--- config.mk ---
export PLATFORM = sky130hd
export DESIGN_NAME = rlsc_top
export DESIGN_NICKNAME = d
export VERILOG_FILES = /design/src/rlsc_pkg.sv /design/src/rlsc_sync_if.sv /design/src/rlsc_pin_sync.sv /design/src/rlsc_top.sv
export VERILOG_INCLUDE_DIRS = /design/src /design/src/src
export SDC_FILE = /design/constraint.sdc
export NUM_CORES = 1
export LEC_CHECK = 0
export BUFFER_PORTS_ARGS = -buffer_cell sky130_fd_sc_hd__buf_2
export CAP_MARGIN = 10
export CORE_MARGIN = 1
export CORE_UTILIZATION = 40
export CTS_BUF_LIST = sky130_fd_sc_hd__clkbuf_2 sky130_fd_sc_hd__clkbuf_4 sky130_fd_sc_hd__clkbuf_8
export DETAILED_ROUTE_END_ITERATION = 16
export GPL_TIMING_DRIVEN = 0
export MAX_ROUTING_LAYER = met4
export PLACE_DENSITY = 0.76
export SLEW_MARGIN = 10
export SYNTH_ARGS = -nofsm -noshare
export SYNTH_HDL_FRONTEND = slang
export SYNTH_SLANG_ARGS = --single-unit
--- constraint.sdc ---
create_clock -name i_clk_sys -period 2.06 [get_ports i_clk_sys]
set_clock_uncertainty 0.15 [all_clocks]
set_input_delay 0.515 -clock i_clk_sys [delete_from_list [all_inputs] [get_ports i_clk_sys]]
set_output_delay 0.515 -clock i_clk_sys [all_outputs]
set_load 0.005 [all_outputs]
--- src/rlsc_consts.svh ---
// constants for the relay latch and safety control block
`ifndef RLSC_CONSTS_SVH
`define RLSC_CONSTS_SVH
`define RLSC_OFF_MUX      12'h000
`define RLSC_OFF_DAC      12'h004
`define RLSC_OFF_GEN      12'h008
`define RLSC_OFF_SAFE     12'h00c
`define RLSC_OFF_CTRL     12'h010
`define RLSC_OFF_STATUS   12'h014
`define RLSC_MUX_W        4
`define RLSC_DAC_W        8
`define RLSC_GEN_W        14
`define RLSC_SAFE_W       8
`define RLSC_RST_MUX      4'h0
`define RLSC_RST_DAC      8'h00
`define RLSC_RST_GEN      14'h0000
`define RLSC_RST_SAFE     8'h00
// general latch fields
`define RLSC_GEN_CUR_GUARD   0
`define RLSC_GEN_LSENSE_SBY  1
`define RLSC_GEN_DIRECT_CAL0 2
`define RLSC_GEN_DIRECT_CAL1 3
`define RLSC_GEN_BAND_LSB    10
// safety latch fields
`define RLSC_SAFE_OUT_RELAY  0
`define RLSC_SAFE_RSENSE     1
`define RLSC_SAFE_LSENSE     2
`define RLSC_SAFE_RETURN     3
`define RLSC_SAFE_SENSE_SW   4
`define RLSC_SAFE_CLAMP      5
`define RLSC_SAFE_HV_ON      6
// control register bits
`define RLSC_CTRL_CLEAR      0
// status bits
`define RLSC_ST_COMPARE      0
`define RLSC_ST_CABLE_OK     1
`define RLSC_ST_CAL_EN       2
`define RLSC_ST_HV_FAULT     3
`define RLSC_ST_SAFE_HELD    4
`endif

--- src/rlsc_pkg.sv ---
// types for the relay latch and safety control block
package rlsc_pkg;
  typedef enum logic [1:0] {RLSC_IDLE, RLSC_ACCESS} rlsc_apb_state_t;
  // first member is the top bit: band at 13:10, guard at bit 0
  typedef struct packed {
    logic [3:0]  band;
    logic [5:0]  spare;
    logic [1:0]  direct_cal;
    logic        lsense_sby;
    logic        cur_guard;
  } rlsc_gen_t;
endpackage

--- src/rlsc_sync_if.sv ---
// carrier for synchronised pin levels
`timescale 1ns/10ps
interface rlsc_sync_if;
  logic cable_ok;
  logic hv_overcurrent;
  logic compare;
  logic cal_enable;
  modport src (output cable_ok, output hv_overcurrent, output compare,
               output cal_enable);
  modport dst (input cable_ok, input hv_overcurrent, input compare,
               input cal_enable);
endinterface

--- src/rlsc_pin_sync.sv ---
// three-stage synchronisers for the asynchronous status pins
`timescale 1ns/10ps
module rlsc_pin_sync
(
  // clock and reset
  input  wire logic i_clk_sys,
  input  wire logic i_rstn,
  // raw pins
  input  wire logic i_cable_ok,
  input  wire logic i_hv_overcurrent,
  input  wire logic i_compare,
  input  wire logic i_cal_enable,
  // filtered levels
  rlsc_sync_if.src  sync
);
  logic [3:0] s1;
  logic [3:0] s2;
  logic [3:0] s3;
  logic [3:0] held;

  always_ff @(posedge i_clk_sys)
  begin
    if (!i_rstn)
    begin
      s1 <= 4'h0;
      s2 <= 4'h0;
      s3 <= 4'h0;
    end
    else
    begin
      s1 <= {i_cal_enable, i_compare, i_hv_overcurrent, i_cable_ok};
      s2 <= s1;
      s3 <= s2;
    end
  end

  // a change counts only once stages two and three agree
  always_ff @(posedge i_clk_sys)
  begin
    if (!i_rstn)
      held <= 4'h0;
    else
    begin
      for (int i = 0; i < 4; i++)
        if (s2[i] == s3[i])
          held[i] <= s3[i];
    end
  end

  assign sync.cable_ok       = held[0];
  assign sync.hv_overcurrent = held[1];
  assign sync.compare        = held[2];
  assign sync.cal_enable     = held[3];
endmodule

--- src/rlsc_top.sv ---
// relay latches, monitor latches and safety clear logic with apb access
// Behaviour
// - normal: mux feeds comparator only
// - calibration: mux routed to precision return
// - mux select latched until rewritten
// - dac code in own latch, always applied
// - comparator result readable as status bit
// - serial link receive and transmit lines
// - cable-connected status bit for processor
// - presence line pulled while powered
// - two relay latches drive coils directly
// - processor clear empties both relay latches
// - general latch: six, four, four-band relays
// - external high-voltage relays on safety latch
// - safety clear is or of three
// - missing cable clears safety latch
// - overcurrent shuts supply, clears safety latch
// - safety latch drives clamp and supply enable
// - safety bit enables sense isolation switch
// - calibration-enable contact readable as status
// - current guard relay per current path
// - standby: local-sense relay closed
// - direct-drive relays closed only in calibration; here they follow general latch bits 3:2 whatever the cal-enable contact reads
// - operate: output/remote; else local sense
//
// Chosen here: the APB slave port and the register offsets.
`timescale 1ns/10ps
`include "rlsc_consts.svh"
module rlsc_top
  import rlsc_pkg::*;
#(
  parameter int ADDR_W = 12
)
(
  // clock and reset
  input  wire logic              i_clk_sys,
  input  wire logic              i_rstn,
  // apb slave
  input  wire logic              i_psel,
  input  wire logic              i_penable,
  input  wire logic              i_pwrite,
  input  wire logic [ADDR_W-1:0] i_paddr,
  input  wire logic [31:0]       i_pwdata,
  output logic      [31:0]       o_prdata,
  output logic                   o_pready,
  output logic                   o_pslverr,
  // serial link
  input  wire logic              i_link_receive_line,
  output logic                   o_link_transmit_line,
  output logic                   o_link_rx_data,
  input  wire logic              i_link_tx_data,
  output logic                   o_amp_present_n,
  // status pins
  input  wire logic              i_link_cable_ok,
  input  wire logic              i_hv_overcurrent,
  input  wire logic              i_monitor_compare,
  input  wire logic              i_cal_enable_contact,
  // monitor section
  output logic [3:0]             o_mux_select_latch,
  output logic [7:0]             o_dac_code_latch,
  output logic                   o_monitor_compare_out,
  output logic                   o_precision_return_relay,
  output logic                   o_sense_isolation_switch,
  // relay drives
  output logic [13:0]            o_general_relay_latch,
  output logic [3:0]             o_band_relay_drive,
  output logic                   o_current_guard_relay,
  output logic                   o_local_sense_relay_standby,
  output logic [1:0]             o_direct_cal_relay,
  output logic [7:0]             o_safety_relay_latch,
  output logic                   o_output_relay,
  output logic                   o_remote_sense_relay,
  output logic                   o_local_sense_relay,
  output logic                   o_amp_clamp_drive,
  output logic                   o_hv_supply_enable_n,
  output logic                   o_hv_shutdown,
  output logic                   o_hv_fault_clear,
  output logic                   o_link_cable_missing
);
  rlsc_sync_if sync ();

  rlsc_pin_sync u_sync (
    .i_clk_sys        (i_clk_sys),
    .i_rstn           (i_rstn),
    .i_cable_ok       (i_link_cable_ok),
    .i_hv_overcurrent (i_hv_overcurrent),
    .i_compare        (i_monitor_compare),
    .i_cal_enable     (i_cal_enable_contact),
    .sync             (sync)
  );

  rlsc_apb_state_t apb_state;
  logic [3:0]      mux_sel;
  logic [7:0]      dac_code;
  rlsc_gen_t       gen;
  logic [7:0]      safe;
  logic            clear_cmd;
  logic            hv_fault;
  logic            composite_clr;
  logic            wr_en;
  logic            rd_en;
  logic            addr_ok;
  logic [31:0]     next_rdata;
  logic [2:0]      rx_sync;
  logic [ADDR_W-1:0] off_mux;
  logic [ADDR_W-1:0] off_dac;
  logic [ADDR_W-1:0] off_gen;
  logic [ADDR_W-1:0] off_safe;
  logic [ADDR_W-1:0] off_ctrl;
  logic [ADDR_W-1:0] off_stat;

  function automatic logic hit(input logic [ADDR_W-1:0] a,
                               input logic [ADDR_W-1:0] off);
    hit = (a == off);
  endfunction

  assign off_mux  = ADDR_W'(`RLSC_OFF_MUX);
  assign off_dac  = ADDR_W'(`RLSC_OFF_DAC);
  assign off_gen  = ADDR_W'(`RLSC_OFF_GEN);
  assign off_safe = ADDR_W'(`RLSC_OFF_SAFE);
  assign off_ctrl = ADDR_W'(`RLSC_OFF_CTRL);
  assign off_stat = ADDR_W'(`RLSC_OFF_STATUS);

  // two wait states: access phase seen, access state, then pready
  always_ff @(posedge i_clk_sys)
  begin
    if (!i_rstn)
      apb_state <= RLSC_IDLE;
    else
    begin
      case (apb_state)
        RLSC_IDLE:
          if (i_psel && i_penable && !o_pready)
            apb_state <= RLSC_ACCESS;
        RLSC_ACCESS:
          apb_state <= RLSC_IDLE;
        default:
          apb_state <= RLSC_IDLE;
      endcase
    end
  end

  assign addr_ok = hit(i_paddr, off_mux) || hit(i_paddr, off_dac) ||
                   hit(i_paddr, off_gen) || hit(i_paddr, off_safe) ||
                   hit(i_paddr, off_ctrl) || hit(i_paddr, off_stat);
  // writes land only at the edge that samples pready high
  assign wr_en   = o_pready && i_psel && i_penable && i_pwrite && addr_ok;
  assign rd_en   = (apb_state == RLSC_ACCESS) && !i_pwrite;

  always_ff @(posedge i_clk_sys)
  begin
    if (!i_rstn)
    begin
      o_pready  <= 1'b0;
      o_pslverr <= 1'b0;
    end
    else
    begin
      o_pready  <= (apb_state == RLSC_ACCESS);
      o_pslverr <= (apb_state == RLSC_ACCESS) && !addr_ok;
    end
  end

  // one-cycle clear pulse from the control register
  always_ff @(posedge i_clk_sys)
  begin
    if (!i_rstn)
      clear_cmd <= 1'b0;
    else
      clear_cmd <= wr_en && hit(i_paddr, off_ctrl) &&
                   i_pwdata[`RLSC_CTRL_CLEAR];
  end

  // overcurrent shuts supply; fault held while the pin stays high
  always_ff @(posedge i_clk_sys)
  begin
    if (!i_rstn)
      hv_fault <= 1'b0;
    else
      hv_fault <= sync.hv_overcurrent;
  end

  assign composite_clr = clear_cmd || !sync.cable_ok || hv_fault;

  always_ff @(posedge i_clk_sys)
  begin
    if (!i_rstn)
      mux_sel <= `RLSC_RST_MUX;
    else if (wr_en && hit(i_paddr, off_mux))
      mux_sel <= i_pwdata[`RLSC_MUX_W-1:0];
  end

  always_ff @(posedge i_clk_sys)
  begin
    if (!i_rstn)
      dac_code <= `RLSC_RST_DAC;
    else if (wr_en && hit(i_paddr, off_dac))
      dac_code <= i_pwdata[`RLSC_DAC_W-1:0];
  end

  // general latch: processor clear only, hardware faults do not touch it
  always_ff @(posedge i_clk_sys)
  begin
    if (!i_rstn)
      gen <= `RLSC_RST_GEN;
    else if (clear_cmd)
      gen <= `RLSC_RST_GEN;
    else if (wr_en && hit(i_paddr, off_gen))
      gen <= i_pwdata[`RLSC_GEN_W-1:0];
  end

  // clear beats any write arriving in the same cycle
  always_ff @(posedge i_clk_sys)
  begin
    if (!i_rstn)
      safe <= `RLSC_RST_SAFE;
    else if (composite_clr)
      safe <= `RLSC_RST_SAFE;
    else if (wr_en && hit(i_paddr, off_safe))
      safe <= i_pwdata[`RLSC_SAFE_W-1:0];
  end

  always_comb
  begin
    next_rdata = 32'h0000_0000;
    if (hit(i_paddr, off_mux))
      next_rdata[`RLSC_MUX_W-1:0] = mux_sel;
    else if (hit(i_paddr, off_dac))
      next_rdata[`RLSC_DAC_W-1:0] = dac_code;
    else if (hit(i_paddr, off_gen))
      next_rdata[`RLSC_GEN_W-1:0] = gen;
    else if (hit(i_paddr, off_safe))
      next_rdata[`RLSC_SAFE_W-1:0] = safe;
    else if (hit(i_paddr, off_stat))
    begin
      next_rdata[`RLSC_ST_COMPARE]   = sync.compare;
      next_rdata[`RLSC_ST_CABLE_OK]  = sync.cable_ok;
      next_rdata[`RLSC_ST_CAL_EN]    = sync.cal_enable;
      next_rdata[`RLSC_ST_HV_FAULT]  = hv_fault;
      next_rdata[`RLSC_ST_SAFE_HELD] = composite_clr;
    end
  end

  always_ff @(posedge i_clk_sys)
  begin
    if (!i_rstn)
      o_prdata <= 32'h0000_0000;
    else if (rd_en)
      o_prdata <= next_rdata;
  end

  // serial link: registered pass-through both ways
  always_ff @(posedge i_clk_sys)
  begin
    if (!i_rstn)
    begin
      rx_sync              <= 3'h7;
      o_link_transmit_line <= 1'b1;
      o_link_rx_data       <= 1'b1;
      o_amp_present_n      <= 1'b1;
    end
    else
    begin
      // rx pin: three flops, taken once stages two and three agree
      rx_sync              <= {rx_sync[1:0], i_link_receive_line};
      o_link_transmit_line <= i_link_tx_data;
      if (rx_sync[1] == rx_sync[2])
        o_link_rx_data     <= rx_sync[2];
      o_amp_present_n      <= 1'b0;
    end
  end

  // monitor section drives
  always_ff @(posedge i_clk_sys)
  begin
    if (!i_rstn)
    begin
      o_mux_select_latch       <= `RLSC_RST_MUX;
      o_dac_code_latch         <= `RLSC_RST_DAC;
      o_monitor_compare_out    <= 1'b0;
      o_precision_return_relay <= 1'b0;
      o_sense_isolation_switch <= 1'b0;
    end
    else
    begin
      o_mux_select_latch       <= mux_sel;
      o_dac_code_latch         <= dac_code;
      o_monitor_compare_out    <= sync.compare;
      // return relay off means mux sees comparator only
      o_precision_return_relay <= safe[`RLSC_SAFE_RETURN];
      o_sense_isolation_switch <= safe[`RLSC_SAFE_SENSE_SW];
    end
  end

  // relay coil drives follow the latch bits directly
  always_ff @(posedge i_clk_sys)
  begin
    if (!i_rstn)
    begin
      o_general_relay_latch       <= `RLSC_RST_GEN;
      o_band_relay_drive          <= 4'h0;
      o_current_guard_relay       <= 1'b0;
      o_local_sense_relay_standby <= 1'b0;
      o_direct_cal_relay          <= 2'h0;
      o_safety_relay_latch        <= `RLSC_RST_SAFE;
      o_output_relay              <= 1'b0;
      o_remote_sense_relay        <= 1'b0;
      o_local_sense_relay         <= 1'b0;
      o_amp_clamp_drive           <= 1'b0;
      o_hv_supply_enable_n        <= 1'b1;
    end
    else
    begin
      o_general_relay_latch       <= gen;
      o_band_relay_drive          <= gen.band;
      o_current_guard_relay       <= gen.cur_guard;
      o_local_sense_relay_standby <= gen.lsense_sby;
      o_direct_cal_relay          <= gen.direct_cal;
      o_safety_relay_latch        <= safe;
      o_output_relay              <= safe[`RLSC_SAFE_OUT_RELAY];
      o_remote_sense_relay        <= safe[`RLSC_SAFE_RSENSE];
      o_local_sense_relay         <= safe[`RLSC_SAFE_LSENSE];
      o_amp_clamp_drive           <= safe[`RLSC_SAFE_CLAMP];
      o_hv_supply_enable_n        <= !safe[`RLSC_SAFE_HV_ON];
    end
  end

  always_ff @(posedge i_clk_sys)
  begin
    if (!i_rstn)
    begin
      o_hv_shutdown        <= 1'b0;
      o_hv_fault_clear     <= 1'b0;
      o_link_cable_missing <= 1'b0;
    end
    else
    begin
      o_hv_shutdown        <= hv_fault;
      o_hv_fault_clear     <= hv_fault;
      o_link_cable_missing <= !sync.cable_ok;
    end
  end
endmodule

==> qor.yml <==
layout:
  stdcell_area_um2: 5400
  final_cell_mix: "113 x dfxtp_1, 111 x buf_2, 35 x and2_1"
  area_growth_pct: 30.3
  fin_util_pct: 54.5
  diodes: 0
  final_common_cell: "dfxtp_1"
  drive_gt1_share_pct: 33.5
  final_nets: 618
synthesis:
  synth-edff-count: 0
  yosysSeqAreaShare_pct: 54.6
  synth_flop_cell: "dfxtp_1"
  synth_area_leaders: "dfxtp_1 55%, buf_4 6.0%, and2_1 5.3%, a21oi_1 3.6%, o21ai_0 3.3%"
  syn_area_um2: 4140
  synth_area_per_cell_um2: 9.91
  synth-seq-cells: 113
  synth_cell_types: 42
  ys_warn_count: 0
  synthesis.instances: 418
  postSynth.asyncResetShare_pct: 0
  synth_top_area_share_pct: 54.6
  synth_area_leader_cell: "dfxtp_1"
floorplan:
  rows: 36
  die_area_um2: 10800
  die_x_um: 104
  core_area_um2: 9910
  fp.dieH_um: 104
  initial_core_util_pct: 41.8
  pin_count: 145
power_and_ir_drop:
  max-vdd-ir-drop_mv: 0.372
  p_leak_uw: 0.00252
  power.density_nw_per_um2: 878
  switchingPower_uw: 975
  p_int_uw: 3770
  power_frac_comb_pct: 3.9
  pwr-share-seq_pct: 46.6
  power.share.clock_pct: 49.5
  switching_share_pct: 20.6
clocking:
  cts.sinks: 113
  cts_made_buffers: 17
  htree_levels: 4
  clkLatencyLatePin_ps: 430
  path_clk_slew_ps: 60
  clock_path_buffers: 2
  cts_tree: "done"
  cts-root-buf: "clkbuf_8"
  cts_hold_buf: 0
place:
  routabilityCongestion: 0.851
  hpwl_mm: 7.47
  io_buffers: 107
  dpl_cell_area_um2: 4910
timing:
  finalCritPeriodShare_pct: 93.4
  fmax_mhz: 520
  final_max_slew_viol_count: 0
  layout_min_cycle_time_ps: 1920
  finalSetupViolations: 0
  hold_violations: 0
  worstMarginPinSlew_ps: 574
  rsz0062_at_grt: "false"
  maxSlewHeadroom_pct: 61.7
global_routing:
  grt_max_degree: 17
  grt_pass1_vias: 3366
  track_usage_pct: 20.5
  grt_pass1_wl_mm: 16.6
  antenna_found_initial: 0
  grt_overflow_total: 0
route:
  drtIter0Drc: 262
  num_vias: 3465
  drc_errors: 0
  drt_pre_antenna_iters: 4
  post_drt_wl_per_cell_um: 14.8
  ant_nets: 0
  viasPerCell: 4.89
  wl_mm: 10.5
worst_setup_path:
  cp_cell_sequence: "buf_2, buf_1, and4_2, buf_2, nand3_1, a21oi_1"
  end_kind: "flip-flop"
  cp.arrival_ps: 2100
  cp.required_ps: 2240
  max_stage_delay_ps: 460
  crit_path_frequent_cell: "buf_2"
  critPathTopFamily: "buffers and inverters"
  cp_num_buf_inv: 3
  crit_slowest_cell: "buf_1"
  startpoint_type: "primary input"
  crit_fanout: 10
  critPathKind: "in -> reg"
worst_hold_path:
  min_path_type: "in -> reg"
flow_run:
  drv_cap: 0
status:
  status: "complete, no violations"
flip-flops by register name, indices dropped and copies added, names as in the netlist, 3 cells and up:
register	cells
dac_code	8
gen	14
mux_sel	4
o_dac_code_latch	8
o_general_relay_latch	14
o_mux_select_latch	4
o_prdata	14
o_safety_relay_latch	8
rx_sync	3
safe	8
u_sync.held	4
u_sync.s1	4
u_sync.s2	4
u_sync.s3	4
final cells by class:
type	instances	area [um^2]
fill	902	4510
sequential	113	2260
multi-input combinational	247	1540
timing repair buffer	109	563
buffer	57	350
clock buffer	20	263
clock inverter	12	188
tap	133	166
inverter	18	67.6
cells in the mapped netlist, drive strengths merged, types with 4 or more instances:
| cell type | n |
|---|---|
| dfxtp | 113 |
| buf | 39 |
| and2 | 35 |
| a21oi | 30 |
| o21ai | 27 |
| nand2 | 26 |
| nand3 | 25 |
| clkbuf | 18 |
| inv | 18 |
| nor2 | 14 |
| mux2i | 12 |
| a22o | 6 |
| nand2b | 6 |
| nor2b | 5 |
| nor4 | 5 |
| a221o | 4 |
| a32o | 4 |
| mux4 | 4 |
| or3 | 4 |
power groups by stage:
stage	clock, uW	sequential [uW]	combinational [uW]
6_report	2350	2210	186
5_1_grt	2490	2210	203
4_1_cts	2380	2210	180
3_5_place_dp	0	2260	179
3_3_place_gp	0	2260	175
2_1_floorplan	0	2260	102
final timing paths:
path | slack [ps] | depth (start not counted) | startpoint | end
worst min register to register | 260 | 1 | rx_sync[0] | rx_sync[1]
worst min-delay path | 120 | 2 | i_link_receive_line | rx_sync[0]
worst max register to register | 200 | 5 | o_pready | gen[4]
worst max-delay path | 140 | 6 | i_paddr[3] | safe[4]
kinds of logic (layout without fill, tap and decap cells):
kind of cell	Yosys count	in the layout	share of synthesized area [%]
and+or+nand+nor	137	137	19.3
muxes	16	16	5.07
other	1	18	0.0905
AOI/OAI and AO/OA	76	76	10.9
DFF	113	113	54.6
buffers and inverters	75	216	10.1
stage by stage:
| stage | std cells | hold WS [ps] | worst slack [ps] | power, uW | TNS, ps |
|---|---|---|---|---|---|
| floorplan | 435 | 236 | 140 | 2360 | 0 |
| global route | 709 | 111 | 25.9 | 4900 | 0 |
| CTS | 707 | 99.9 | 83.8 | 4770 | 0 |
| detailed placement | 675 | 242 | -343 | 2440 | -8800 |
| finish | 709 | 119 | 136 | 4740 | 0 |
| global placement | 675 | 240 | -329 | 2430 | -7400 |
per-layer routing:
layer	global-route usage, %	routed length, um	vias to the layer above
li1	-	-	1659
met2	32.2	5020	185
met1	24.0	4290	1596
met4	10.2	320	0
met3	6.04	870	25
met5	-	0	-
what timing repair did:
| item | in CTS | in global routing |
|---|---|---|
| setup buffers | 0 | 2 |
| endpoints found under the setup margin | 0 | 15 |
| gates resized for setup | 0 | 2 |
worst reg2reg max path, delay by kind of cell, from the launching register on:
| family | cells | cell delay, ps |
|---|---|---|
| AND/OR/NAND/NOR | 3 | 650 |
| buffers and inverters | 1 | 410 |
| AO/OA/AOI/OAI | 1 | 200 |
| flip-flops | 1 | 380 |
Power figures use the tool's default switching activity.
